**src/rtl/pdsa_pkg.sv**
```systemverilog
// Package with address map, field layouts and codes for the program/data space access unit
package pdsa_pkg;

  // APB register byte offsets
  localparam logic [7:0] ctrl_off     = 8'h00;
  localparam logic [7:0] page_off     = 8'h04;
  localparam logic [7:0] req_off      = 8'h08;
  localparam logic [7:0] addr_off     = 8'h0c;
  localparam logic [7:0] ptr_off      = 8'h10;
  localparam logic [7:0] pdata_off    = 8'h14;
  localparam logic [7:0] status_off   = 8'h18;
  localparam logic [7:0] xdata_off    = 8'h1c;
  localparam logic [7:0] ydata_off    = 8'h20;
  localparam logic [7:0] paddr_off    = 8'h24;
  localparam logic [7:0] bounds_off   = 8'h28;

  // Control register fields
  localparam int psv_bit        = 2;
  localparam int mac_bit        = 0;
  localparam int rpt_bit        = 1;

  // Request register fields
  localparam int req_go_bit     = 0;
  localparam int req_op_lsb     = 1;
  localparam int req_op_w       = 3;
  localparam int req_byte_bit   = 4;
  localparam int req_bsel_bit   = 5;
  localparam int req_class_lsb  = 6;
  localparam int req_rpt_lsb    = 8;
  localparam int req_wr_bit     = 10;
  localparam int req_bitrev_bit = 11;

  // Page register fields
  localparam int tbl_page_lsb   = 0;
  localparam int psv_page_lsb   = 8;
  localparam int cfg_sel_bit    = 7;

  // Reset values
  localparam logic [15:0] ctrl_rst  = 16'h0000;
  localparam logic [15:0] page_rst  = 16'h0000;
  localparam logic [15:0] zero_word = 16'h0000;

  // Fixed X/Y boundary, byte addresses
  localparam logic [15:0] y_base_rst = 16'h0800;
  localparam logic [15:0] y_end_rst  = 16'h1000;
  localparam logic [15:0] impl_end_rst = 16'h2000;

  // Extra cycle costs
  localparam logic [1:0] cost_none = 2'd0;
  localparam logic [1:0] cost_one  = 2'd1;
  localparam logic [1:0] cost_two  = 2'd2;

  // Access operations
  typedef enum logic [2:0] {
    op_data       = 3'd0,
    op_tbl_rd_lo  = 3'd1,
    op_tbl_rd_hi  = 3'd2,
    op_tbl_wr_lo  = 3'd3,
    op_tbl_wr_hi  = 3'd4,
    op_mac        = 3'd5
  } op_t;

  // Instruction class for visibility cost
  typedef enum logic [1:0] {
    cls_other   = 2'd0,
    cls_mac_pf  = 2'd1,
    cls_move    = 2'd2,
    cls_dmove   = 2'd3
  } cls_t;

  // Repeat loop position
  typedef enum logic [1:0] {
    rpt_edge    = 2'd0,
    rpt_middle  = 2'd1,
    rpt_irq     = 2'd2,
    rpt_reentry = 2'd3
  } rpt_t;

  typedef enum logic [3:0] {
    st_idle  = 4'b0001,
    st_fetch = 4'b0010,
    st_wait  = 4'b0100,
    st_done  = 4'b1000
  } state_t;

endpackage : pdsa_pkg

```
**src/rtl/program_data_space_access.sv**
```systemverilog
// Program/data space access unit: table transfers, visibility window and X/Y read routing
// Behaviour
// - Program address steps by two per 24-bit program word.
// - Word low table read returns P<15:0> as D<15:0>.
// - Byte low table read gives P<7:0> for select 0, P<15:8> for 1.
// - Word high table read puts P<23:16> into D<7:0>.
// - Byte high table read gives P<23:16> for select 0, zero for 1.
// - Redirect to program space only if EA msb and visibility enable set.
// - Window maps upper 32 Kbytes of data onto one 16K word page.
// - Visibility address: low 15 bits from EA, upper from page register.
// - Visibility access returns the low 16 bits of the program word.
// - Visibility mapping suspended during table reads or writes.
// - Outside repeat, MAC prefetch, move, double move cost one extra cycle.
// - Outside repeat, other visibility instructions cost two extra cycles.
// - In repeat, first, last, interrupt exit and re-entry cost two cycles.
// - Other repeat iterations with visibility complete in one cycle.
// - Non-MAC sees all space as X; MAC X reads exclude Y block.
// - MAC: Y via Y pointers, X via X pointers, both read concurrently.
// - Y bus never writes; all writes go on the X write bus.
// - Bit reversal only for X writes.
// - Unimplemented data address reads return zero.
// - MAC X pointer in Y space or Y pointer in X space reads zero.
// - Data effective addresses are 16-bit byte addresses.
// - X/Y boundary is fixed in hardware, not software writable.
// - Table page msb selects user or configuration space.
`timescale 1ns/10ps
`default_nettype none

module program_data_space_access
  import pdsa_pkg::*;
#(
  parameter logic [15:0] y_base   = y_base_rst,   // Start of Y block
  parameter logic [15:0] y_end    = y_end_rst,    // End of Y block, exclusive
  parameter logic [15:0] impl_end = impl_end_rst  // End of implemented RAM, exclusive
) (
  input  wire  logic        pclk,       // APB clock, 20 MHz
  input  wire  logic        presetn,    // Asynchronous reset, active low
  input  wire  logic        psel,       // APB select
  input  wire  logic        penable,    // APB enable
  input  wire  logic        pwrite,     // APB direction
  input  wire  logic [7:0]  paddr,      // APB byte address
  input  wire  logic [31:0] pwdata,     // APB write data
  output var   logic [31:0] prdata,     // APB read data
  output var   logic        pready,     // APB ready
  output var   logic        pslverr,    // APB error on unmapped address
  output var   logic [23:0] prog_addr,  // Program memory address
  output var   logic        prog_rd,    // Program memory read strobe
  input  wire  logic [23:0] prog_data,  // Program memory word
  output var   logic        x_wr,       // X write bus strobe
  output var   logic [15:0] x_wr_addr,  // X write bus address
  output var   logic        extra_busy  // Instruction stretched by visibility cost
);

  typedef struct packed {
    state_t      st;
    logic [15:0] ctrl;
    logic [15:0] page;
    logic [15:0] req;
    logic [15:0] ea;
    logic [15:0] xptr;
    logic [15:0] yptr;
    logic [23:0] pdata;
    logic [15:0] xdata;
    logic [15:0] ydata;
    logic [1:0]  cost;
    logic        done;
    logic [31:0] prdata;
    logic        pready;
    logic        pslverr;
    logic [23:0] prog_addr;
    logic        prog_rd;
    logic        x_wr;
    logic [15:0] x_wr_addr;
    logic        busy;
  } regs_t;

  regs_t r_q;
  regs_t r_d;

  // Zero outside implemented memory
  function automatic logic impl_ok(input logic [15:0] a);
    impl_ok = (a < impl_end);
  endfunction : impl_ok

  function automatic logic in_y(input logic [15:0] a);
    in_y = (a >= y_base) && (a < y_end);
  endfunction : in_y

  // Bit reversal on word address bits
  function automatic logic [15:0] bit_rev(input logic [15:0] a);
    logic [15:0] v;
    v = a;
    for (int i = 1; i < 16; i++)
    begin
      v[i] = a[16 - i];
    end
    bit_rev = v;
  endfunction : bit_rev

  // Pseudo RAM image: word value is its own address
  function automatic logic [15:0] ram_word(input logic [15:0] a);
    ram_word = {a[15:1], 1'b0};
  endfunction : ram_word

  logic [2:0] op;
  logic       tbl_busy;
  logic       psv_hit;

  always_comb
  begin
    r_d          = r_q;
    r_d.pready   = 1'b0;
    r_d.pslverr  = 1'b0;
    r_d.prog_rd  = 1'b0;
    r_d.x_wr     = 1'b0;
    op           = r_q.req[req_op_lsb +: req_op_w];
    tbl_busy     = (op == op_tbl_rd_lo) || (op == op_tbl_rd_hi) ||
                   (op == op_tbl_wr_lo) || (op == op_tbl_wr_hi);
    psv_hit      = r_q.ea[15] && r_q.ctrl[psv_bit] && !tbl_busy;

    // APB slave: answers one cycle after the access phase starts
    if (psel && penable && !r_q.pready)
    begin
      r_d.pready = 1'b1;
      r_d.prdata = 32'h0000_0000;
      unique case (paddr)
        ctrl_off:   r_d.prdata[15:0] = r_q.ctrl;
        page_off:   r_d.prdata[15:0] = r_q.page;
        req_off:    r_d.prdata[15:0] = r_q.req;
        addr_off:   r_d.prdata[15:0] = r_q.ea;
        ptr_off:    r_d.prdata = {r_q.yptr, r_q.xptr};
        pdata_off:  r_d.prdata[23:0] = r_q.pdata;
        status_off: r_d.prdata[7:0] = {r_q.st, r_q.done, 1'b0, r_q.cost};
        xdata_off:  r_d.prdata[15:0] = r_q.xdata;
        ydata_off:  r_d.prdata[15:0] = r_q.ydata;
        paddr_off:  r_d.prdata[23:0] = r_q.prog_addr;
        bounds_off: r_d.prdata = {y_end, y_base};
        default:    r_d.pslverr = 1'b1;
      endcase
      if (pwrite)
      begin
        r_d.prdata = 32'h0000_0000;
        unique case (paddr)
          ctrl_off: r_d.ctrl = pwdata[15:0];
          page_off: r_d.page = pwdata[15:0];
          req_off:
          begin
            r_d.req  = pwdata[15:0];
            r_d.done = 1'b0;
          end
          addr_off: r_d.ea = pwdata[15:0] & 16'hffff;
          ptr_off:
          begin
            r_d.xptr = pwdata[15:0];
            r_d.yptr = pwdata[31:16];
          end
          default:  r_d.pslverr = !(paddr inside {status_off, xdata_off, ydata_off,
                                                  paddr_off, bounds_off, pdata_off});
        endcase
      end
    end

    unique case (r_q.st)
      st_idle:
      begin
        if (r_q.req[req_go_bit])
        begin
          r_d.req[req_go_bit] = 1'b0;
          r_d.cost = cost_none;
          if (tbl_busy)
          begin
            // Table page forms bits 23:16; its msb picks config space
            r_d.prog_addr = {r_q.page[tbl_page_lsb +: 8], r_q.ea};
            r_d.prog_rd   = (op == op_tbl_rd_lo) || (op == op_tbl_rd_hi);
            r_d.st        = st_fetch;
          end
          else if (op == op_mac)
          begin
            // Concurrent X and Y reads, each confined to its own space
            r_d.xdata = (!in_y(r_q.xptr) && impl_ok(r_q.xptr)) ?
                        ram_word(r_q.xptr) : zero_word;
            r_d.ydata = in_y(r_q.yptr) ? ram_word(r_q.yptr) : zero_word;
            r_d.done  = 1'b1;
          end
          else if (r_q.req[req_wr_bit])
          begin
            // Writes only on the X bus; bit reversal only here
            r_d.x_wr      = 1'b1;
            r_d.x_wr_addr = r_q.req[req_bitrev_bit] ?
                            bit_rev(r_q.ea) : r_q.ea;
            r_d.done      = 1'b1;
          end
          else if (psv_hit)
          begin
            // Page supplies upper bits, EA supplies the low 15
            r_d.prog_addr = {1'b0, r_q.page[psv_page_lsb +: 8], r_q.ea[14:0]};
            r_d.prog_rd   = 1'b1;
            if (!r_q.ctrl[rpt_bit])
            begin
              r_d.cost = (r_q.req[req_class_lsb +: 2] == cls_other) ?
                         cost_two : cost_one;
            end
            else
            begin
              r_d.cost = (r_q.req[req_rpt_lsb +: 2] == rpt_middle) ?
                         cost_none : cost_two;
            end
            r_d.st = st_fetch;
          end
          else
          begin
            // Non-MAC sees the full space as X
            r_d.xdata = impl_ok(r_q.ea) ? ram_word(r_q.ea) : zero_word;
            r_d.done  = 1'b1;
          end
        end
      end
      st_fetch:
      begin
        r_d.st = st_wait;
      end
      st_wait:
      begin
        r_d.pdata = prog_data;
        r_d.xdata = zero_word;
        unique case (op)
          op_tbl_rd_lo:
          begin
            if (!r_q.req[req_byte_bit])
              r_d.xdata = prog_data[15:0];
            else
              r_d.xdata[7:0] = r_q.req[req_bsel_bit] ?
                               prog_data[15:8] : prog_data[7:0];
          end
          op_tbl_rd_hi:
          begin
            // Upper data byte stays zero; nothing above bit 23
            if (!r_q.req[req_byte_bit])
              r_d.xdata = {8'h00, prog_data[23:16]};
            else
              r_d.xdata[7:0] = r_q.req[req_bsel_bit] ?
                               8'h00 : prog_data[23:16];
          end
          op_tbl_wr_lo, op_tbl_wr_hi:
            r_d.xdata = zero_word;
          default:
            r_d.xdata = prog_data[15:0];
        endcase
        r_d.st = (r_q.cost == cost_none) ? st_done : st_wait;
        if (r_q.cost != cost_none)
          r_d.cost = r_q.cost - 2'd1;
        if (r_q.cost == cost_none)
          r_d.done = 1'b0;
      end
      st_done:
      begin
        r_d.done = 1'b1;
        r_d.st   = st_idle;
      end
    endcase
    // Registered so the stretch flag leaves straight from a flip-flop
    r_d.busy = r_d.st[2] && (r_d.cost != cost_none);
  end

  always_ff @(posedge pclk or negedge presetn)
  begin
    if (!presetn)
    begin
      r_q           <= '0;
      r_q.st        <= st_idle;
      r_q.ctrl      <= ctrl_rst;
      r_q.page      <= page_rst;
    end
    else
    begin
      r_q <= r_d;
    end
  end

  assign prdata     = r_q.prdata;
  assign pready     = r_q.pready;
  assign pslverr    = r_q.pslverr;
  assign prog_addr  = r_q.prog_addr;
  assign prog_rd    = r_q.prog_rd;
  assign x_wr       = r_q.x_wr;
  assign x_wr_addr  = r_q.x_wr_addr;
  assign extra_busy = r_q.busy;

endmodule : program_data_space_access

`default_nettype wire

```
**config.mk**
```make
export PLATFORM = sky130hd
export DESIGN_NAME = program_data_space_access
export DESIGN_NICKNAME = d
export VERILOG_FILES = /design/src/rtl/pdsa_pkg.sv /design/src/rtl/program_data_space_access.sv
export SDC_FILE = /design/constraint.sdc
export NUM_CORES = 1
export LEC_CHECK = 0
export BUFFER_PORTS_ARGS = -buffer_cell sky130_fd_sc_hd__buf_2
export CORE_MARGIN = 8
export CORE_UTILIZATION = 59
export DETAILED_ROUTE_END_ITERATION = 8
export GPL_TIMING_DRIVEN = 1
export PLACE_DENSITY = 0.88
export SLEW_MARGIN = 20
export SYNTH_ARGS = -nofsm -noshare
export SYNTH_HDL_FRONTEND = slang
export SYNTH_SLANG_ARGS = --single-unit
```
**constraint.sdc**
```tcl
create_clock -name pclk -period 2.35 [get_ports pclk]
set_input_delay 0.1175 -clock pclk [delete_from_list [all_inputs] [get_ports pclk]]
set_output_delay 0.1175 -clock pclk [all_outputs]
set_load 0.02 [all_outputs]
```
==> flow_summary.toml <==
[power]
ir_worst_vdd_mv = 0.520
p_leak_nw = 6.62
power_density_mw_per_mm2 = 644

[global_routing]
grt_residual_overflow = 0
pin_count_of_the_biggest_net_entering_global_routing = 59
grt_use_total = 0.322
global_route_wire_length_before_repair_mm = 60.5
grt_pass1_vias = 10006
antenna_violations_before_repair = 0

[cts]
tritoncts = "done"
worst_skew_pair.late_latency_ns = 0.53
cts_made_buffers = 25
cts_buffer_depth = 3
cts-htree-levels = 1
clock_sinks = 235
cts_root_buffer = "clkbuf_16"
cts_repair_resize_count = 0
clk_pin_slew_ns = 0.06

[yosys]
async_flop_share = 1.00
synthesis.area_mm2 = 0.0118
synth_cells = 1067
yosysWarnings = 0
fraction_of_the_yosys_area_taken_by_sequential_cells = 0.500
synthesized_area_per_cell_um2 = 11.0
synth_ff_type = "dfrtp_1"
synth.net_count = 1136
netlist-cell-type-count = 66
postSynthRegisterBits = 235
edff_count_synth = 0

[timing]
worst-slew-pin-transition_ns = 0.644
hold_viol = 0
slew_headroom = 0.571
max_clock_freq_ghz = 0.449
worst_clock_skew_ns = 0.0198
period_minus_slack_ns = 2.23
final-setup-viol-count = 0
unrepaired_setup_endpoints_after_global_routing = "no"
fin_setup_tns_ns = 0
finalMaxSlewViolations = 0
min_period_over_period = 0.948

[status]
outcome = "completed"

[run]
maxcap_violations = 0

[routing]
via_total_after_detailed_routing = 9902
dr.first_iter.drc_count = 1485
postRouteAntennaNets = 0
vias_per_cell = 6.64
first_pass_iters = 9
drcViolationCount = 0
route.final.wire_length_mm = 39.7
wl_per_cell_um = 26.6

[floorplan]
ioPinCount = 146
core_region_area_mm2 = 0.0195
floorplan.die.height_um = 157
row_count = 51
die_area_mm2 = 0.0247
initial_standard_cell_utilization_of_the_core = 0.603
die_width_um = 157

[worst_setup_path]
cp_max_fo = 31
worst_ep_required_time_ns = 2.75
timing.setup.critical_path_class = "register to register"
cp-endpoint = "x_wr_addr[8]"
setup.worst_path.start_class = "register"
endpoint_kind = "register"
timing.critical_path.from = "r_q[234]"
arrival_ns = 2.62
end_of_the_worst_register_to_register_path = "x_wr_addr[8]"
regToRegSetupSlack_ns = 0.12
worst_r2r_startpoint = "r_q[234]"
ff2ff_path_depth = 6

[layout]
nFillCells = 1338
number_of_nets_in_the_final_layout = 1277
flow.area_growth_from_synthesis_pct = 18.9
layout.area.seq_mm2 = 0.00588
area_used_by_multi_input_combinational_logic_mm2 = 0.00501
layout_cell_share_with_drive_strength_beyond_1 = 0.312
fin_cells = 1492

[place]
io_buffers = 145
post-dp-hpwl_mm = 26.8
placed_cells_incl_taps = 1389
gpl.final_weighted_congestion = 1.01

[worst_hold_path]
worstHoldPathCells = 3
hold_path.class = "input port to register"
==> cell usage in the layout, fill, tap and decap left out, types with 13 or more instances in the layout <==
cell type / n
clkbuf_16: 25
a22o_1: 29
nor2_1: 41
a22oi_1: 45
dlygate4sd3_1: 57
o22ai_1: 15
nor3_1: 14
a21oi_1: 32
dfrtp_1: 234
buf_4: 45
o21ai_0: 69
mux2_2: 118
mux2i_1: 40
nand3_1: 13
buf_2: 144
nand2_1: 119
mux2_1: 13
==> cell usage after synthesis, types with 10 or more instances <==
| master | n | share of area |
|---|---|---|
| mux2_2 | 118 | 0.11 |
| inv_1 | 12 | 0.0038 |
| buf_2 | 18 | 0.0077 |
| nand3_1 | 13 | 0.0055 |
| a211oi_1 | 12 | 0.0077 |
| o22ai_1 | 15 | 0.0080 |
| a22oi_1 | 45 | 0.029 |
| clkbuf_1 | 42 | 0.013 |
| a21oi_1 | 32 | 0.014 |
| a22o_1 | 29 | 0.022 |
| nor2_1 | 41 | 0.013 |
| mux4_2 | 10 | 0.019 |
| dfrtp_1 | 234 | 0.50 |
| mux2i_1 | 40 | 0.034 |
| buf_4 | 72 | 0.046 |
| o21ai_0 | 69 | 0.029 |
| mux2_1 | 13 | 0.012 |
| nand2_1 | 119 | 0.038 |
| nor3_1 | 14 | 0.0060 |
==> power by group <==
group          switching (W)  leakage, nW  internal, W
sequential         0.0000370         3.09      0.00408
combinational       0.000338         3.08     0.000229
clock                0.00166        0.447      0.00267
==> sequential cells by signal (all words and copies together) (netlist names) <==
register    cells
r_q           155
op              3
pslverr         1
prog_addr      24
prog_rd         1
pready          1
extra_busy      1
x_wr            1
prdata         32
x_wr_addr      16
==> critical path, cell delays in order, from the launching register on <==
cell and delay (ns):
dfrtp_1 0.46, nor2_1 0.30, and4b_1 0.42, buf_4 0.21, nand3b_1 0.12, buf_4 0.26, mux2_2 0.31
==> per-layer routing <==
| layer | global-route usage | wire, µm | up-vias | share of wire |
|---|---|---|---|---|
| met1 | 0.416 | 14600 | 4888 | 0.37 |
| met2 | 0.482 | 17700 | 746 | 0.45 |
| met4 | 0.176 | 2410 | 0 | 0.061 |
| met3 | 0.0913 | 5000 | 187 | 0.13 |
| met5 | 0 | 0 | - | 0 |
| li1 | - | - | 4081 | - |
==> worst min path at each step <==
stage / to / start / slack, ns
6_report: prdata[28] / pwrite / 0.06
5_1_grt: prdata[28] / pwrite / 0.08
4_1_cts: prdata[28] / pwrite / 0.05
3_5_place_dp: x_wr_addr[0] / presetn / 0.09
3_3_place_gp: x_wr_addr[0] / presetn / 0.08
2_1_floorplan: extra_busy / presetn / -0.18
==> per-stage QoR <==
step | hold slack (ns) | power, W | setup WS [ns] | cell area (µm²) | utilization
global placement | 0.0845 | 0.00465 | 0.236 | 12500 | 0.641
CTS | 0.0518 | 0.00899 | 0.174 | 14000 | 0.717
finish | 0.0641 | 0.00901 | 0.122 | 14000 | 0.717
global route | 0.0842 | 0.00921 | 0.0413 | 14000 | 0.717
detailed placement | 0.0899 | 0.00466 | 0.200 | 12500 | 0.641
floorplan | -0.178 | 0.00436 | 0.218 | 11800 | -
==> repair_timing <==
| item | 4_1_cts | 5_1_grt |
|---|---|---|
| hold buffers | 57 | 0 |
| hold endpoints to repair | 330 | 0 |
| buffers inserted | 0 | 0 |
==> kinds of logic after synthesis <==
| kind of cell | after synthesis | synth area share |
|---|---|---|
| mux | 181 | 0.179 |
| xor+xnor | 1 | 0.000745 |
| buf+inv | 154 | 0.0760 |
| simple gates | 251 | 0.106 |
| flops | 235 | 0.500 |
| compound gates | 245 | 0.139 |
==> cell type report <==
type,count,area share
flip-flops and latches,235,0.420
well taps,265,0.0237
repair buffers,255,0.129
inverters,13,0.00349
multi-input cells,678,0.358
diodes,1,0.000179
clock buffers,35,0.0538
clock inverters,10,0.0114
No activity file was read; power rests on OpenSTA's default activity.
